## src/pcap_pkg.sv

```systemverilog
// Overview of operation
// - Set register ones enable mask bits
// - Clear register ones disable mask bits
// - Mask register reads enabled sources
// - Bits: ready 0, overrun 1, end 2, full 3
// - Ready flag rises on new captured word
// - Ready clears on disable, or on holding read with no word buffered
// - Overrun flag rises on lost word
// - Overrun clears on status read or disable
// - Transfer-end bit mirrors DMA end signal
// - Buffer-full bit mirrors DMA full signal
// - Byte width keeps low 8 bits
// - Half-word width keeps low 16 bits
// - Capture on bit enables capture
// - Width codes: 0 byte, 1 half, 2 word
// - Half-rate keeps every other sample, parity selectable
package pcap_pkg;

    localparam logic [31:0] PCAP_MODE_ADDR = 32'h400E0F50;
    localparam logic [31:0] PCAP_SET_ADDR = 32'h400E0F54;
    localparam logic [31:0] PCAP_CLR_ADDR = 32'h400E0F58;
    localparam logic [31:0] PCAP_MASK_ADDR = 32'h400E0F5C;
    localparam logic [31:0] PCAP_FLAGS_ADDR = 32'h400E0F60;
    localparam logic [31:0] PCAP_HOLD_ADDR = 32'h400E0F64;

    localparam int PCAP_NSRC = 4;
    localparam int PCAP_BIT_READY = 0;
    localparam int PCAP_BIT_OVR = 1;
    localparam int PCAP_BIT_END = 2;
    localparam int PCAP_BIT_FULL = 3;

    localparam int PCAP_MODE_ON_BIT = 0;
    localparam int PCAP_MODE_WIDTH_LSB = 4;
    localparam int PCAP_MODE_HALF_BIT = 10;
    localparam int PCAP_MODE_ODD_BIT = 11;

    localparam logic [3:0] PCAP_MASK_RST = 4'h0;
    localparam logic [31:0] PCAP_WORD_RST = 32'h0000_0000;
    localparam logic [31:0] PCAP_BYTE_KEEP = 32'h0000_00FF;
    localparam logic [31:0] PCAP_HALF_KEEP = 32'h0000_FFFF;
    localparam logic [1:0] PCAP_BUF_DEPTH = 2'h2;

    typedef enum logic [1:0] {
        PCAP_W_BYTE = 2'h0,
        PCAP_W_HALF = 2'h1,
        PCAP_W_WORD = 2'h2,
        PCAP_W_RSVD = 2'h3
    } pcap_width_t;

    typedef struct packed {
        logic odd_sample_select;
        logic half_rate_sampling;
        pcap_width_t capture_width;
        logic capture_on;
    } pcap_mode_t;

    localparam pcap_mode_t PCAP_MODE_RST = '{1'b0, 1'b0, PCAP_W_BYTE, 1'b0};

    typedef struct packed {
        logic valid;
        logic [31:0] data;
    } pcap_word_t;

endpackage

```

## src/pcap_decim.sv

```systemverilog
`timescale 1ns/1ps
`default_nettype none
module pcap_decim
    import pcap_pkg::*;
(
    input wire logic i_clk,
    input wire logic i_srst,
    input wire logic i_ce,
    input wire logic i_on,
    input wire logic i_half,
    input wire logic i_odd,
    input wire pcap_word_t i_word,
    output pcap_word_t o_word
);
    typedef struct packed {
        logic odd_next;
        pcap_word_t out;
    } pcap_dec_st_t;

    pcap_dec_st_t st_q;
    pcap_dec_st_t st_d;

    always_comb begin
        st_d = st_q;
        st_d.out.valid = 1'b0;
        if (!i_on) begin
            // Index restarts at zero for each capture session
            st_d.odd_next = 1'b0;
        end else if (i_word.valid) begin
            st_d.odd_next = !st_q.odd_next;
            if (!i_half || (st_q.odd_next == i_odd)) begin
                st_d.out.valid = 1'b1;
                st_d.out.data = i_word.data;
            end
        end
    end

    always_ff @(posedge i_clk) begin
        if (i_srst) begin
            st_q <= '{1'b0, '{1'b0, PCAP_WORD_RST}};
        end else if (i_ce) begin
            st_q <= st_d;
        end
    end

    assign o_word = st_q.out;
endmodule
`default_nettype wire

```

## src/pcap_buf.sv

```systemverilog
`timescale 1ns/1ps
`default_nettype none
module pcap_buf
    import pcap_pkg::*;
(
    input wire logic i_clk,
    input wire logic i_srst,
    input wire logic i_ce,
    input wire logic i_flush,
    input wire pcap_word_t i_in,
    output logic o_in_ready,
    output pcap_word_t o_out,
    input wire logic i_out_ready
);
    typedef struct packed {
        logic [1:0][31:0] mem;
        logic wp;
        logic rp;
        logic [1:0] cnt;
        logic room;
        logic avail;
    } pcap_buf_st_t;

    pcap_buf_st_t st_q;
    pcap_buf_st_t st_d;
    logic push;
    logic pop;

    always_comb begin
        st_d = st_q;
        push = i_in.valid && st_q.room;
        pop = st_q.avail && i_out_ready;
        if (i_flush) begin
            st_d.wp = 1'b0;
            st_d.rp = 1'b0;
            st_d.cnt = 2'h0;
        end else begin
            if (push) begin
                st_d.mem[st_q.wp] = i_in.data;
                st_d.wp = !st_q.wp;
            end
            if (pop) begin
                st_d.rp = !st_q.rp;
            end
            st_d.cnt = st_q.cnt + {1'b0, push} - {1'b0, pop};
        end
        // Flags kept as flops so the upstream ready is glitch free
        st_d.room = (st_d.cnt != PCAP_BUF_DEPTH);
        st_d.avail = (st_d.cnt != 2'h0);
    end

    always_ff @(posedge i_clk) begin
        if (i_srst) begin
            st_q <= '{'0, 1'b0, 1'b0, 2'h0, 1'b1, 1'b0};
        end else if (i_ce) begin
            st_q <= st_d;
        end
    end

    assign o_in_ready = st_q.room;
    assign o_out = '{st_q.avail, st_q.mem[st_q.rp]};
endmodule
`default_nettype wire

```

## src/pcap_top.sv

```systemverilog
// Design decision made here: the APB register port.
`timescale 1ns/1ps
`default_nettype none
module pcap_top
    import pcap_pkg::*;
(
    input wire logic I_CLK,
    input wire logic I_SRST,
    input wire logic I_CE,
    input wire logic I_PSEL,
    input wire logic I_PENABLE,
    input wire logic I_PWRITE,
    input wire logic [31:0] I_PADDR,
    input wire logic [31:0] I_PWDATA,
    output logic [31:0] O_PRDATA,
    output logic O_PREADY,
    output logic O_PSLVERR,
    input wire logic I_CAP_VALID,
    input wire logic [31:0] I_CAP_DATA,
    output logic O_CAP_READY,
    input wire logic I_RX_END,
    input wire logic I_RX_FULL,
    output logic O_DATA_READY,
    output logic O_IRQ
);
    typedef struct packed {
        pcap_mode_t mode;
        logic [PCAP_NSRC-1:0] mask;
        logic data_ready;
        logic overrun;
        logic [31:0] hold;
        logic [31:0] rdata;
        logic pready;
        logic slverr;
        logic irq;
    } pcap_top_st_t;

    pcap_top_st_t st_q;
    pcap_top_st_t st_d;

    pcap_word_t cap_in;
    pcap_word_t dec_out;
    pcap_word_t buf_out;
    logic buf_in_ready;
    logic buf_pop;
    logic access;
    logic rd_hold;
    logic rd_flags;
    logic lost;
    logic [PCAP_NSRC-1:0] flags_now;
    logic [PCAP_NSRC-1:0] flags_next;
    logic [31:0] keep;

    assign cap_in = '{I_CAP_VALID && st_q.mode.capture_on, I_CAP_DATA};

    pcap_decim u_decim (
        .i_clk(I_CLK),
        .i_srst(I_SRST),
        .i_ce(I_CE),
        .i_on(st_q.mode.capture_on),
        .i_half(st_q.mode.half_rate_sampling),
        .i_odd(st_q.mode.odd_sample_select),
        .i_word(cap_in),
        .o_word(dec_out)
    );

    // Two words of slack absorb a slow holding-register read
    pcap_buf u_buf (
        .i_clk(I_CLK),
        .i_srst(I_SRST),
        .i_ce(I_CE),
        .i_flush(!st_q.mode.capture_on),
        .i_in(dec_out),
        .o_in_ready(buf_in_ready),
        .o_out(buf_out),
        .i_out_ready(buf_pop)
    );

    always_comb begin
        st_d = st_q;
        st_d.pready = 1'b0;
        st_d.slverr = 1'b0;
        // Side effects act on the first access edge, when read data is latched
        access = I_PSEL && I_PENABLE && !st_q.pready;
        rd_hold = access && !I_PWRITE && (I_PADDR == PCAP_HOLD_ADDR);
        rd_flags = access && !I_PWRITE && (I_PADDR == PCAP_FLAGS_ADDR);

        flags_now = '0;
        flags_now[PCAP_BIT_READY] = st_q.data_ready;
        flags_now[PCAP_BIT_OVR] = st_q.overrun;
        flags_now[PCAP_BIT_END] = I_RX_END;
        flags_now[PCAP_BIT_FULL] = I_RX_FULL;

        if (access) begin
            st_d.pready = 1'b1;
            st_d.rdata = PCAP_WORD_RST;
            unique case (I_PADDR)
                PCAP_MODE_ADDR: begin
                    if (I_PWRITE) begin
                        st_d.mode.capture_on = I_PWDATA[PCAP_MODE_ON_BIT];
                        st_d.mode.capture_width =
                            pcap_width_t'(I_PWDATA[PCAP_MODE_WIDTH_LSB +: 2]);
                        st_d.mode.half_rate_sampling = I_PWDATA[PCAP_MODE_HALF_BIT];
                        st_d.mode.odd_sample_select = I_PWDATA[PCAP_MODE_ODD_BIT];
                    end else begin
                        st_d.rdata[PCAP_MODE_ON_BIT] = st_q.mode.capture_on;
                        st_d.rdata[PCAP_MODE_WIDTH_LSB +: 2] = st_q.mode.capture_width;
                        st_d.rdata[PCAP_MODE_HALF_BIT] = st_q.mode.half_rate_sampling;
                        st_d.rdata[PCAP_MODE_ODD_BIT] = st_q.mode.odd_sample_select;
                    end
                end
                PCAP_SET_ADDR: begin
                    if (I_PWRITE) begin
                        st_d.mask = st_q.mask | I_PWDATA[PCAP_NSRC-1:0];
                    end
                end
                PCAP_CLR_ADDR: begin
                    if (I_PWRITE) begin
                        st_d.mask = st_q.mask & ~I_PWDATA[PCAP_NSRC-1:0];
                    end
                end
                PCAP_MASK_ADDR: begin
                    st_d.rdata[PCAP_NSRC-1:0] = st_q.mask;
                end
                PCAP_FLAGS_ADDR: begin
                    st_d.rdata[PCAP_NSRC-1:0] = flags_now;
                end
                PCAP_HOLD_ADDR: begin
                    st_d.rdata = st_q.hold;
                end
                default: begin
                    st_d.slverr = 1'b1;
                end
            endcase
        end
        unique case (st_q.mode.capture_width)
            PCAP_W_BYTE: keep = PCAP_BYTE_KEEP;
            PCAP_W_HALF: keep = PCAP_HALF_KEEP;
            default: keep = ~PCAP_WORD_RST; // Reserved code treated as full word
        endcase

        // Refill only when the previous word was consumed, never overwrite
        buf_pop = buf_out.valid && st_q.mode.capture_on && (!st_q.data_ready || rd_hold);
        if (buf_pop) begin
            st_d.hold = buf_out.data & keep;
            st_d.data_ready = 1'b1;
        end else if (rd_hold) begin
            st_d.data_ready = 1'b0;
        end

        // A word is lost only when both buffer entries are taken
        lost = dec_out.valid && !buf_in_ready;
        if (lost) begin
            st_d.overrun = 1'b1;
        end else if (rd_flags) begin
            st_d.overrun = 1'b0;
        end

        // Next mode, so the disabling write clears flags on its own edge
        if (!st_d.mode.capture_on) begin
            st_d.data_ready = 1'b0;
            st_d.overrun = 1'b0;
        end

        flags_next = flags_now;
        flags_next[PCAP_BIT_READY] = st_d.data_ready;
        flags_next[PCAP_BIT_OVR] = st_d.overrun;
        st_d.irq = |(flags_next & st_d.mask);
    end

    always_ff @(posedge I_CLK) begin
        if (I_SRST) begin
            st_q <= '{PCAP_MODE_RST, PCAP_MASK_RST, 1'b0, 1'b0, PCAP_WORD_RST,
                      PCAP_WORD_RST, 1'b0, 1'b0, 1'b0};
        end else if (I_CE) begin
            st_q <= st_d;
        end
    end

    assign O_PRDATA = st_q.rdata;
    assign O_PREADY = st_q.pready;
    assign O_PSLVERR = st_q.slverr;
    assign O_CAP_READY = buf_in_ready;
    assign O_DATA_READY = st_q.data_ready;
    assign O_IRQ = st_q.irq;
endmodule
`default_nettype wire

```

## config.mk

```make
export PLATFORM = sky130hd
export DESIGN_NAME = pcap_top
export DESIGN_NICKNAME = d
export VERILOG_FILES = /design/src/pcap_pkg.sv /design/src/pcap_decim.sv /design/src/pcap_buf.sv /design/src/pcap_top.sv
export SDC_FILE = /design/constraint.sdc
export NUM_CORES = 1
export LEC_CHECK = 0
export BUFFER_PORTS_ARGS = -buffer_cell sky130_fd_sc_hd__buf_2
export CAP_MARGIN = 20
export CELL_PAD_IN_SITES_DETAIL_PLACEMENT = 1
export CELL_PAD_IN_SITES_GLOBAL_PLACEMENT = 1
export CORE_ASPECT_RATIO = 1.4
export CORE_MARGIN = 8
export CORE_UTILIZATION = 44
export CTS_CLUSTER_DIAMETER = 60
export DETAILED_ROUTE_END_ITERATION = 12
export GPL_ROUTABILITY_DRIVEN = 0
export HOLD_SLACK_MARGIN = 0.08
export MAX_ROUTING_LAYER = met4
export PLACE_DENSITY_LB_ADDON = 0.1
export SLEW_MARGIN = 20
export SYNTH_ARGS = -nofsm -noshare
export SYNTH_HDL_FRONTEND = slang
export SYNTH_SLANG_ARGS = --single-unit
```

## constraint.sdc

```tcl
create_clock -name I_CLK -period 7.24 [get_ports I_CLK]
set_input_delay 0.724 -clock I_CLK [delete_from_list [all_inputs] [get_ports I_CLK]]
set_output_delay 0.724 -clock I_CLK [all_outputs]
set_load 0.01 [all_outputs]
```

==> flow_summary_export.csv <==
group,metric,value,unit
sta,finClkSkew,0.00737,ns
clock_network,cts_setup_buffers,0,
clock_network,cts_hold_buf,0,
logic_synthesis,ys.flop_type,"dfxtp_1",
setup_path,worst_ep_required_time,7.56,ns
routing,viasPerCell,5.22,
floorplan,die_h,173,µm
logic_synthesis,synth-simple-area-share,0.237,
floorplan,fp-row-count,57,
routing,dr.pass1.iters,4,
clock_network,cts-resized-gates,0,
logic_synthesis,netlist_area,0.00771,mm²
sta,grt_setup_unrepaired,"false",
global_route,grt_max_degree,98,
logic_synthesis,synth_area_leader_cell,"dfxtp_1",
clock_network,insertion_delay,0.43,ns
finish,seqCellArea,0.00364,mm²
clock_network,cts_tree,"done",
logic_synthesis,synthArstFlopShare,0,
global_route,grtUsageTotal,0.193,
floorplan,core,0.0173,mm²
logic_synthesis,synth_area_leaders,"dfxtp_1 (47%), nand2_1 (12%), a21oi_1 (9.9%)",
logic_synthesis,ys_seq_area_frac,0.473,
finish,final-instance-count-excl-fill,1226,
routing,ant_nets,0,
finish,drive_gt1_frac,0.192,
status,status,"complete, no violations",
logic_synthesis,synthAdderAreaFrac,0.00325,
placed_design,dp_cells,1193,
logic_synthesis,synth_mux_area_frac,0.0638,
setup_path,cp-start-kind,"input pin",
setup_path,arrival,3.36,ns
finish,multi_input_area,0.00352,mm²
clock_network,clk_pin_slew_worst_paths,0.07,ns
global_route,grt_pass1_vias,6673,
sta,fin_crit_sh,0.420,
finish,fillerInstances,2166,
finish,antenna_cells,0,
clock_network,cts_root_buf,"clkbuf_16",
logic_synthesis,synth_xor_area_frac,0.00341,
placed_design,dpl.hpwl,13100,µm
global_route,grt_pass1_wl,33900,µm
routing,drt-initial-drc-count,353,
clock_network,cts_htree_levels,4,
sta,max_slew.worst_pin.slew,1.01,ns
power_and_ir_drop,vdd_drop_max,0.112,mV
routing,drc,0,
setup_path,crit_fanout,11,
power_and_ir_drop,power_density,231,mW/mm²
hold_path,min_from,"O_PRDATA[29]",
logic_synthesis,synth_compound_area_frac,0.147,
clock_network,clk_path_buf_depth,2,
clock_network,cts_buffers,17,
finish,syn_to_final_growth,14.0,%
setup_path,crit_type,"in -> reg",
hold_path,hold_class,"reg -> reg",
floorplan,die-area,0.0221,mm²
power_and_ir_drop,p_leak,3.14,nW
sta,fin_ws,4.20,ns
routing,vias,6401,
setup_path,r2r-end,"u_buf.o_in_ready",
floorplan,die_w,128,µm
hold_path,hold_depth,2,
logic_synthesis,synth_edf_count,0,
sta,setup_viol,0,
sta,max_freq,329,MHz
run,drv_cap,0,
placed_design,dp_slack,3.60,ns
logic_synthesis,synthCells,932,
logic_synthesis,synth_top_area_frac,0.473,
global_route,grt_overflow,0,
global_route,antenna_found_initial,0,
sta,final_hold_viol_count,0,
logic_synthesis,syn_nets,1039,
setup_path,reg2regPathDepth,12,
setup_path,r2r-start,"O_PREADY",
sta,slew_headroom,0.329,
clock_network,clock_sinks,182,
setup_path,reg2reg_slack,4.83,ns
logic_synthesis,ys_types,59,
finish,mostFrequentLayoutCells,"nand2_1 (248), dfxtp_1 (182), a21oi_1 (152)",
logic_synthesis,avgSynthCellArea,8.27,µm²
sta,timing.final.crit_period,3.04,ns
floorplan,pin_count,142,
sta,slew_violations,0,
setup_path,critPathCaptureType,"flop",
routing,postRouteWirelength,20100,µm
logic_synthesis,synth_top_family_by_area,"simple AND/OR/NAND/NOR gates",
logic_synthesis,synth-seq-cells,182,
placed_design,port_buffers,117,
sta,tns,0,ns
finish,finalNetCount,1084,
finish,layout_commonest_cell,"nand2_1",
routing,routedWlPerCell,16.4,µm
hold_path,holdPathEnd,"O_PRDATA[29]",
floorplan,start_util,0.447,
logic_synthesis,yosys_warnings,0,
## flip-flops by register name, summed over array words and instances, names as in the netlist
| register | flops |
|---|---|
| st_q | 41 |
| O_PRDATA | 32 |
| u_buf.st_q | 68 |
| O_PSLVERR | 1 |
| u_decim.st_q | 1 |
| u_buf.o_out | 1 |
| u_decim.o_word | 33 |
| O_IRQ | 1 |
| O_DATA_READY | 1 |
| O_PREADY | 1 |
| u_buf.o_in_ready | 1 |
| flags_now | 1 |
## cells in the mapped netlist, types with 3 or more instances
cell,n
a21oi_1,153
a221oi_1,4
a31oi_1,3
a32o_1,3
and3_1,6
and4b_1,3
buf_1,4
buf_2,7
buf_4,35
clkbuf_1,55
dfxtp_1,182
inv_1,12
mux2_2,9
mux2i_1,39
nand2_1,249
nand3_1,30
nand3b_1,8
nand4_1,4
nor2_1,31
nor3_1,10
nor4_1,4
o21ai_0,8
o31ai_1,10
or3b_1,15
## per-layer routing
layer	vias to the layer above	GRT usage	wire length (µm)
met5	-	-	0
met4	0	0.0602	307
met1	3001	0.244	9530
met2	145	0.301	9220
met3	24	0.0437	1060
li1	3231	-	-
## worst max-delay path by stage
stage	start	to	slack [ns]	depth (start not counted)
global placement	I_PADDR[7]	O_PRDATA[5]	3.55	7
global route	I_PADDR[7]	u_buf.o_in_ready	4.00	13
finish	I_PADDR[7]	u_buf.o_in_ready	4.20	13
floorplan	I_PADDR[7]	u_buf.o_in_ready	4.47	13
detailed placement	I_PADDR[7]	O_PRDATA[5]	3.60	7
CTS	I_PADDR[7]	O_PRDATA[5]	4.05	7
## critical path, cell delays in order
cell	delay, ns
buf_2	0.10
nor4bb_1	0.30
nand4_1	0.49
o31ai_4	0.49
and3_1	0.21
ha_1	0.23
inv_1	0.06
ha_1	0.15
xnor2_1	0.14
xnor2_1	0.14
nand2_1	0.11
o22ai_1	0.15
nand2b_1	0.07
## stage by stage
stage	util	cell area (µm²)	hold WS (ns)	power [mW]
4_1_cts	0.508	8770	0.451	2.05
3_5_place_dp	0.473	8160	0.441	1.10
2_1_floorplan	-	7710	0.432	1.07
6_report	0.509	8790	0.450	2.03
3_3_place_gp	0.473	8160	0.437	1.10
5_1_grt	0.509	8790	0.474	2.11
## power by group
part / internal (mW) / switching [mW] / leakage [nW]
registers: 1.00 / 0.00145 / 1.47
logic: 0.0261 / 0.0451 / 1.38
clock network: 0.525 / 0.429 / 0.294
total: 1.55 / 0.475 / 3.14
## cells by family after synthesis
family	count (synthesis)
compound gates	200
fa+ha+maj	2
buf+inv	113
xor+xnor	3
simple gates	384
mux	48
flops	182
## layout make-up
| cell class | count | share of cell area |
|---|---|---|
| Inverter | 12 | 0.00512 |
| Sequential cell | 182 | 0.415 |
| Tap cell | 236 | 0.0336 |
| Multi-Input combinational cell | 637 | 0.401 |
| Clock inverter | 15 | 0.0212 |
| Timing Repair Buffer | 127 | 0.0763 |
| Clock buffer | 17 | 0.0484 |
No activity file was read; power rests on OpenSTA's default activity.
